**config.mk**
```make
export PLATFORM = sky130hd
export DESIGN_NAME = alm_regs
export DESIGN_NICKNAME = d
export VERILOG_FILES = /design/src/rtl/alm_pkg.sv /design/src/rtl/alm_regs.sv /design/src/rtl/alm_chan.sv /design/src/rtl/alm_swrst.sv
export SDC_FILE = /design/constraint.sdc
export NUM_CORES = 1
export LEC_CHECK = 0
export ABC_AREA = 1
export BUFFER_PORTS_ARGS = -buffer_cell sky130_fd_sc_hd__buf_2
export CORE_ASPECT_RATIO = 0.7
export CORE_MARGIN = 3
export CORE_UTILIZATION = 63
export DETAILED_ROUTE_END_ITERATION = 10
export PLACE_DENSITY = 0.86
export SYNTH_ARGS = -nofsm -noshare
export SYNTH_HDL_FRONTEND = slang
export SYNTH_SLANG_ARGS = --single-unit
```
**constraint.sdc**
```tcl
create_clock -name clk_sys -period 3.4 [get_ports clk_sys]
set_clock_uncertainty 0.1 [all_clocks]
set_input_delay 0.17 -clock clk_sys [delete_from_list [all_inputs] [get_ports clk_sys]]
set_output_delay 0.17 -clock clk_sys [all_outputs]
set_load 0.01 [all_outputs]
```
**src/rtl/alm_pkg.sv**
```systemverilog
// Purpose: shared constants and carriers for the analog limit and misc register bank
// Assumes: 8-bit register bus, 200 MHz clk_sys
// Notes: offsets are byte addresses of one byte-wide register each
package alm_pkg;
   // register offsets
   localparam logic [7:0] ADDR_SWRST = 8'h0b;
   localparam logic [7:0] ADDR_MAKER = 8'h0d;
   localparam logic [7:0] ADDR_REV = 8'h0e;
   localparam logic [7:0] ADDR_TEST = 8'h0f;
   localparam logic [7:0] ADDR_BEHAV0 = 8'h50;
   localparam logic [7:0] ADDR_BEHAV1 = 8'h51;
   localparam logic [7:0] ADDR_LOW0 = 8'hb0;
   localparam logic [7:0] ADDR_LOW1 = 8'hb1;
   localparam logic [7:0] ADDR_MEAS0 = 8'hb8;
   localparam logic [7:0] ADDR_MEAS1 = 8'hb9;
   // key and reset values
   localparam logic [7:0] SWRST_KEY = 8'ha6;
   localparam logic [7:0] RST_KEY = 8'h00;
   localparam logic [7:0] RST_LOW = 8'h00;
   localparam logic [7:0] RST_BEHAV = 8'h00;
   localparam logic [7:0] RST_TEST = 8'h00;
   localparam logic [7:0] RST_MEAS = 8'h00;
   localparam logic [7:0] RD_NONE = 8'h00;
   // field positions in the behaviour and revision registers
   localparam int BEHAV_DIR_BIT = 3;
   localparam int BEHAV_LATCH_BIT = 7;
   localparam int REV_MINOR_LSB = 0;
   localparam int REV_MAJOR_LSB = 4;
   // soft reset duration
   localparam int CLK_PERIOD_PS = 5000;
   localparam int SWRST_NS = 20;
   localparam int SWRST_CYC_INT = (SWRST_NS * 1000 + CLK_PERIOD_PS - 1) / CLK_PERIOD_PS;
   localparam logic [2:0] SWRST_CYCLES = 3'(SWRST_CYC_INT < 1 ? 1 : SWRST_CYC_INT);
   // register bus request
   typedef struct packed {
      logic [7:0] addr;
      logic [7:0] wdata;
      logic wr;
      logic rd;
   } alm_bus_t;
   // one conversion result from the converter
   typedef struct packed {
      logic valid;
      logic [7:0] value;
   } alm_meas_t;
endpackage

```
**src/rtl/alm_regs.sv**
```systemverilog
// Purpose: analog low limit, measured value and miscellaneous register bank
// Assumes: one clock, synchronous reset, plain register port with read data one cycle later
// Notes: a soft reset returns the limit, behaviour, test and measured registers to their reset values, the key register only once the soft reset has run
`timescale 1ns/1ps
`default_nettype none
module alm_regs #(
   parameter logic [7:0] MAKER_ID = 8'h5a, // arbitrary value
   parameter logic [3:0] REV_MAJOR = 4'h0, // major revision
   parameter logic [3:0] REV_MINOR = 4'h0 // minor revision
) (
   input wire logic clk_sys, // system clock
   input wire logic reset, // hard reset, active high
   input wire logic ce, // clock enable
   input wire alm_pkg::alm_bus_t bus_in, // register request
   input wire alm_pkg::alm_meas_t [1:0] meas_in, // conversion results
   output logic [7:0] rd_data, // read data, cycle after read
   output logic [1:0] low_event, // limit crossed per channel
   output logic [1:0] fault_latched, // sticky fault per channel
   output logic soft_reset_out // soft reset in progress
);
   typedef struct packed {
      logic [1:0][7:0] low_lim;
      logic [1:0][7:0] behav;
      logic [7:0] test_reg;
      logic [7:0] key_reg;
      logic [7:0] rd_data;
   } alm_regs_state_t;

   alm_regs_state_t q;
   alm_regs_state_t next_q;

   logic sr_active;
   logic sr_done;
   logic key_hit;
   logic rst_ch;
   logic [1:0][7:0] ch_meas;
   logic [1:0] ch_event;
   logic [7:0] rd_mux;

   // key value written while no soft reset is running
   assign key_hit = bus_in.wr && !sr_active
      && (bus_in.addr == alm_pkg::ADDR_SWRST)
      && (bus_in.wdata == alm_pkg::SWRST_KEY);

   // channels follow both hard and soft reset
   assign rst_ch = reset | sr_active;

   // soft reset sequencer
   alm_swrst u_swrst (
      .clk_sys(clk_sys),
      .reset(reset),
      .ce(ce),
      .key_hit(key_hit),
      .soft_rst(sr_active),
      .done(sr_done)
   );

   // one limit checker per channel
   genvar gi;
   generate
      for (gi = 0; gi < 2; gi++) begin : g_ch
         alm_chan u_chan (
            .clk_sys(clk_sys),
            .rst(rst_ch),
            .ce(ce),
            .meas(meas_in[gi]),
            .low_limit(q.low_lim[gi]),
            .above_sel(q.behav[gi][alm_pkg::BEHAV_DIR_BIT]),
            .measured(ch_meas[gi]),
            .low_event(ch_event[gi])
         );
      end
   endgenerate

   // read multiplexer; unmapped offsets read zero
   always_comb begin
      case (bus_in.addr)
         alm_pkg::ADDR_SWRST: rd_mux = q.key_reg;
         alm_pkg::ADDR_MAKER: rd_mux = MAKER_ID;
         alm_pkg::ADDR_REV: rd_mux = {REV_MAJOR, REV_MINOR};
         alm_pkg::ADDR_TEST: rd_mux = q.test_reg;
         alm_pkg::ADDR_BEHAV0: rd_mux = q.behav[0];
         alm_pkg::ADDR_BEHAV1: rd_mux = q.behav[1];
         alm_pkg::ADDR_LOW0: rd_mux = q.low_lim[0];
         alm_pkg::ADDR_LOW1: rd_mux = q.low_lim[1];
         alm_pkg::ADDR_MEAS0: rd_mux = ch_meas[0];
         alm_pkg::ADDR_MEAS1: rd_mux = ch_meas[1];
         default: rd_mux = alm_pkg::RD_NONE;
      endcase
   end

   // next state of the register bank
   always_comb begin
      next_q = q;
      // key register clears once the soft reset has run
      if (sr_done) begin
         next_q.key_reg = alm_pkg::RST_KEY;
      end
      // writes; ignored while the soft reset runs
      if (bus_in.wr && !sr_active) begin
         case (bus_in.addr)
            alm_pkg::ADDR_SWRST: next_q.key_reg = bus_in.wdata;
            alm_pkg::ADDR_TEST: next_q.test_reg = bus_in.wdata;
            alm_pkg::ADDR_BEHAV0: next_q.behav[0] = bus_in.wdata;
            alm_pkg::ADDR_BEHAV1: next_q.behav[1] = bus_in.wdata;
            alm_pkg::ADDR_LOW0: next_q.low_lim[0] = bus_in.wdata;
            alm_pkg::ADDR_LOW1: next_q.low_lim[1] = bus_in.wdata;
            default: begin
               // maker, revision and measured registers ignore writes
            end
         endcase
      end
      // a channel event sets its sticky bit; the set beats a clearing write
      for (int i = 0; i < 2; i++) begin
         if (ch_event[i]) begin
            next_q.behav[i][alm_pkg::BEHAV_LATCH_BIT] = 1'b1;
         end
      end
      // soft reset puts the limit, behaviour and test registers back to their reset values
      if (sr_active) begin
         next_q.low_lim = {2{alm_pkg::RST_LOW}};
         next_q.behav = {2{alm_pkg::RST_BEHAV}};
         next_q.test_reg = alm_pkg::RST_TEST;
      end
      // read data stand only in the cycle after the strobe
      next_q.rd_data = bus_in.rd ? rd_mux : alm_pkg::RD_NONE;
   end

   // state register
   always_ff @(posedge clk_sys) begin
      if (reset) begin
         q <= '{
            low_lim: {2{alm_pkg::RST_LOW}},
            behav: {2{alm_pkg::RST_BEHAV}},
            test_reg: alm_pkg::RST_TEST,
            key_reg: alm_pkg::RST_KEY,
            rd_data: alm_pkg::RD_NONE
         };
      end else if (ce) begin
         q <= next_q;
      end
   end

   // outputs, all from flip-flops
   assign rd_data = q.rd_data;
   assign low_event = ch_event;
   assign soft_reset_out = sr_active;
   assign fault_latched = {q.behav[1][alm_pkg::BEHAV_LATCH_BIT], q.behav[0][alm_pkg::BEHAV_LATCH_BIT]};
endmodule // alm_regs
`default_nettype wire

```
**src/rtl/alm_chan.sv**
```systemverilog
// Purpose: one analog channel: holds the measured value and checks it against its low limit
// Assumes: measurement arrives from logic on clk_sys
// Notes: event is a level, one cycle behind the stored value
`timescale 1ns/1ps
`default_nettype none
module alm_chan (
   input wire logic clk_sys, // system clock
   input wire logic rst, // power-on or soft reset
   input wire logic ce, // clock enable
   input wire alm_pkg::alm_meas_t meas, // new conversion result
   input wire logic [7:0] low_limit, // low limit of this channel
   input wire logic above_sel, // 1: event when above limit
   output logic [7:0] measured, // latest measured value
   output logic low_event // limit crossed
);
   typedef struct packed {
      logic [7:0] measured;
      logic low_event;
   } alm_chan_state_t;
   alm_chan_state_t q;
   alm_chan_state_t next_q;

   // capture result and compare in the chosen direction
   always_comb begin
      next_q = q;
      if (meas.valid) begin
         next_q.measured = meas.value;
      end
      next_q.low_event = above_sel ? (q.measured > low_limit) : (q.measured < low_limit);
   end

   // state register
   always_ff @(posedge clk_sys) begin
      if (rst) begin
         q <= '{measured: alm_pkg::RST_MEAS, low_event: 1'b0};
      end else if (ce) begin
         q <= next_q;
      end
   end

   assign measured = q.measured;
   assign low_event = q.low_event;
endmodule // alm_chan
`default_nettype wire

```
**src/rtl/alm_swrst.sv**
```systemverilog
// Purpose: soft reset sequencer started by the key write
// Assumes: key_hit is a one-cycle pulse on clk_sys
// Notes: only the hard reset clears this module
`timescale 1ns/1ps
`default_nettype none
module alm_swrst (
   input wire logic clk_sys, // system clock
   input wire logic reset, // hard reset
   input wire logic ce, // clock enable
   input wire logic key_hit, // key value written
   output logic soft_rst, // soft reset in progress
   output logic done // one-cycle pulse at the end
);
   typedef enum logic [0:0] {
      ALM_SR_IDLE = 1'b0,
      ALM_SR_BUSY = 1'b1
   } alm_sr_state_t;
   typedef struct packed {
      alm_sr_state_t st;
      logic [2:0] cnt;
      logic soft_rst;
      logic done;
   } alm_sr_t;
   alm_sr_t q;
   alm_sr_t next_q;

   // hold soft reset for the fixed count, then pulse done
   always_comb begin
      next_q = q;
      next_q.done = 1'b0;
      unique case (q.st)
         ALM_SR_IDLE: begin
            if (key_hit) begin
               next_q.st = ALM_SR_BUSY;
               next_q.cnt = alm_pkg::SWRST_CYCLES - 3'h1;
               next_q.soft_rst = 1'b1;
            end
         end
         ALM_SR_BUSY: begin
            if (q.cnt == 3'h0) begin
               next_q.st = ALM_SR_IDLE;
               next_q.soft_rst = 1'b0;
               next_q.done = 1'b1;
            end else begin
               next_q.cnt = q.cnt - 3'h1;
            end
         end
      endcase
   end

   // state register
   always_ff @(posedge clk_sys) begin
      if (reset) begin
         q <= '{st: ALM_SR_IDLE, cnt: 3'h0, soft_rst: 1'b0, done: 1'b0};
      end else if (ce) begin
         q <= next_q;
      end
   end

   assign soft_rst = q.soft_rst;
   assign done = q.done;
endmodule // alm_swrst
`default_nettype wire

```
==> flow_summary.yaml <==
run_status:
  status: "finished, final reports clean"
worst_setup_path:
  endpoint_kind_of_the_worst_setup_timing_path: "flip-flop"
  crit_type: "reg -> reg"
  critical_path_required_ns: 3.60
  cell_type_of_the_slowest_stage_on_the_worst_timing_path: "dfxtp_1"
  critical-path-max-stage-delay_ns: 0.39
  critical_path_arrival_ns: 2.08
  path_common_cell: "inv_1"
  setup.worst_path.start: "u_swrst.soft_rst"
  crit_fanout: 7
  timing.critical_path.cells: "inv_1, nand2_2, nor2_1, inv_1, nand2_1, o21ai_0, a21oi_1"
  worst_path_dominant_cell_family: "simple AND/OR/NAND/NOR gates"
  critical_path.reg2reg.startpoint: "u_swrst.soft_rst"
  cp_buf_inv_count: 2
  critical_path_startpoint_category: "flip-flop"
yosys:
  yosys.cell_count.top_type: "nand2_1"
  synthesis.nets: 663
  number_of_flops_mapped_to_enable_cells_by_yosys: 0
  yosys-top-cells-count: "nand2_1 (103), dfxtp_1 (80), a21oi_1 (78)"
  synthesis.area_um2: 4245
  synth_seq_area_share_pct: 37.72
  ys_dominant_reg_cell: "dfxtp_1"
  ys_types: 28
  syn_avg_cell_area_um2: 7.005
  synthesis.instances: 606
  synth_top_area_cell: "dfxtp_1"
  yosys-top-cells-area: "dfxtp_1 (38%), a21oi_1 (9.2%), nand2_1 (9.1%)"
  yosys_register_bits: 80
  synthesis.yosys.warnings: 0
  asyncSetResetFlopFracSynth_pct: 0
  post-synth-top-area-fraction_pct: 37.72
clock_network:
  tritoncts.num_buffers: 9
  clkSlewWorstSetupHoldPaths_ns: 0.09
  clock_tree.root_cell: "clkbuf_8"
  number_of_gates_given_a_new_drive_strength_after_cts: 0
  ctsLongestPathBuffers: 2
  cts-htree-levels: 3
  clk_latency_ns: 0.36
  cts.sinks: 80
  cts_tree: "done"
route:
  drcViolationCount: 0
  ant_nets: 0
  routed_wire_length_per_instance_um: 16.49
  route.vias.total: 4237
  detail_route.first_pass.iterations: 5
  drt_wl_total_um: 12200
  drtIter0Drc: 421
  post_drt_via_cell_ratio: 5.726
placement:
  post_dp_hpwl_um: 8853
  gp_congestion: 0.9893
  io_buffer_count: 51
  post-place-cells: 712
timing:
  max_slew.worst_pin.slew_ns: 0.9714
  finalHoldViolCount: 0
  rsz0062_at_grt: "false"
  drv_slew: 0
  setup-tns-final_ns: 0
  finalWorstPathRequiredPeriod_ns: 1.885
  fmax_mhz: 530.5
  setup_viol: 0
  timing.final.crit_share_pct: 55.44
  worst_slew_margin_rel_pct: 35.17
cells_and_area:
  final_nets: 701
  layout-drive-gt1-share_pct: 13.71
  multiInputGateArea_um2: 2147
  finalCoreUtilization_pct: 74.04
  final-seq-area_um2: 1602
  n_fill_cell: 533
  final_antenna_diode_count: 0
  area_growth_syn_to_layout_pct: 11.02
  layoutNonFillerInstCount: 740
die:
  die_h_um: 74.68
  die_width_um: 104.1
  start_util_pct: 66.69
  pin_count: 52
  die_area_um2: 7775
  core_area_um2: 6366
  rows: 24
global_route:
  grt.overflow.total: 0
  first_pass_grt_wire_length_um: 19130
  groute.usage.overall_pct: 31.83
  grt_start_max_net_pins: 41
  grt_pass1_vias: 3851
  number_of_antenna_violations_at_the_first_check_in_global_routing: 0
job:
  cap_viol_max_count: 0
min_path:
  timing.hold.worst.start: "meas_in[14]"
  worstHoldPathType: "in -> reg"
power_and_ir_drop:
  power.leakage_uw: 0.002124
  power.total_uw: 1945
  cellPowerDensity_nw_per_um2: 412.6
  vdd_drop_max_mv: 0.2634
## area by class of cell
cell class                 count  area share, %
multi-input combinational    422          45.55
sequential                    80          33.98
timing repair buffer          63          7.964
inverter                      68          5.415
clock buffer                   9          2.628
tap                           91          2.416
clock inverter                 7          2.044
## cells by family (layout without fill, tap and decap cells)
logic type | Yosys count | after routing | share of synthesized area (%)
AND/OR/NAND/NOR | 247 | 247 | 26.08
multiplexers | 1 | 1 | 0.2652
XOR/XNOR | 2 | 2 | 0.4127
flip-flops | 80 | 80 | 37.72
buffers and inverters | 104 | 147 | 11.70
AO/OA/AOI/OAI | 154 | 154 | 18.51
adder cells (fa/ha/maj) | 18 | 18 | 5.305
## where the power goes
group | total, uW | switching (uW) | internal [uW]
Sequential | 970 | 16.8 | 953
Clock | 774 | 360 | 414
Combinational | 201 | 131 | 69.6
Total | 1940 | 508 | 1440
## metal layers
metal	up-vias	track usage [%]	share of wire (%)
met5	-	0	0
met4	0	9.145	2.2
met3	29	10.63	11
met2	221	52.92	44
met1	1930	40.53	43
li1	2057	-	-
## registers in the layout, indices dropped and copies added (netlist names)
| register | cells |
|---|---|
| u_swrst.q | 4 |
| u_swrst.soft_rst | 1 |
| fault_latched | 2 |
| g_ch.u_chan.low_event | 2 |
| rd_data | 8 |
| g_ch.u_chan.measured | 16 |
| u_swrst.done | 1 |
| q | 46 |
## tightest hold or removal path, delay by kind of cell
kind                   cells  cell delay (ns)
buffers and inverters      1             0.08
AOI/OAI and AO/OA          2             0.17
## path summary, 6_finish.rpt
path              slack [ns]  cells after the start                    endpoint
hold reg to reg         0.37                      2                        q[9]
hold / removal         0.006                      3  g_ch[1].u_chan.measured[5]
setup / recovery        1.51                      7            fault_latched[1]
setup reg to reg        1.51                      7            fault_latched[1]
## through the flow
step	hold WS (ns)	instance area (um^2)	setup WS, ns
2_1_floorplan	0.1391	4245	1.983
3_5_place_dp	0.3307	4373	1.349
3_3_place_gp	0.3180	4373	1.422
6_report	0.006407	4713	1.515
4_1_cts	0.001013	4713	1.576
5_1_grt	0.02309	4713	1.345
## what timing repair did
action | 4_1_cts | 5_1_grt
hold buffers | 12 | 0
buffers inserted | 0 | 0
hold endpoints to repair | 12 | 0
## cell usage in the layout (no fill, tap or decap), drive strengths merged, types with 2 or more instances in the layout
master and instances:
nand2 109, ha 18, dfxtp 80, nor3 2
clkinv 5, inv 68, nor4 2, bufinv 2
o21ai 75, buf 51, clkbuf 9, nor2 64
nand3 69, a21oi 79, dlygate4sd3 12
No activity file was read; power rests on OpenSTA's default activity.
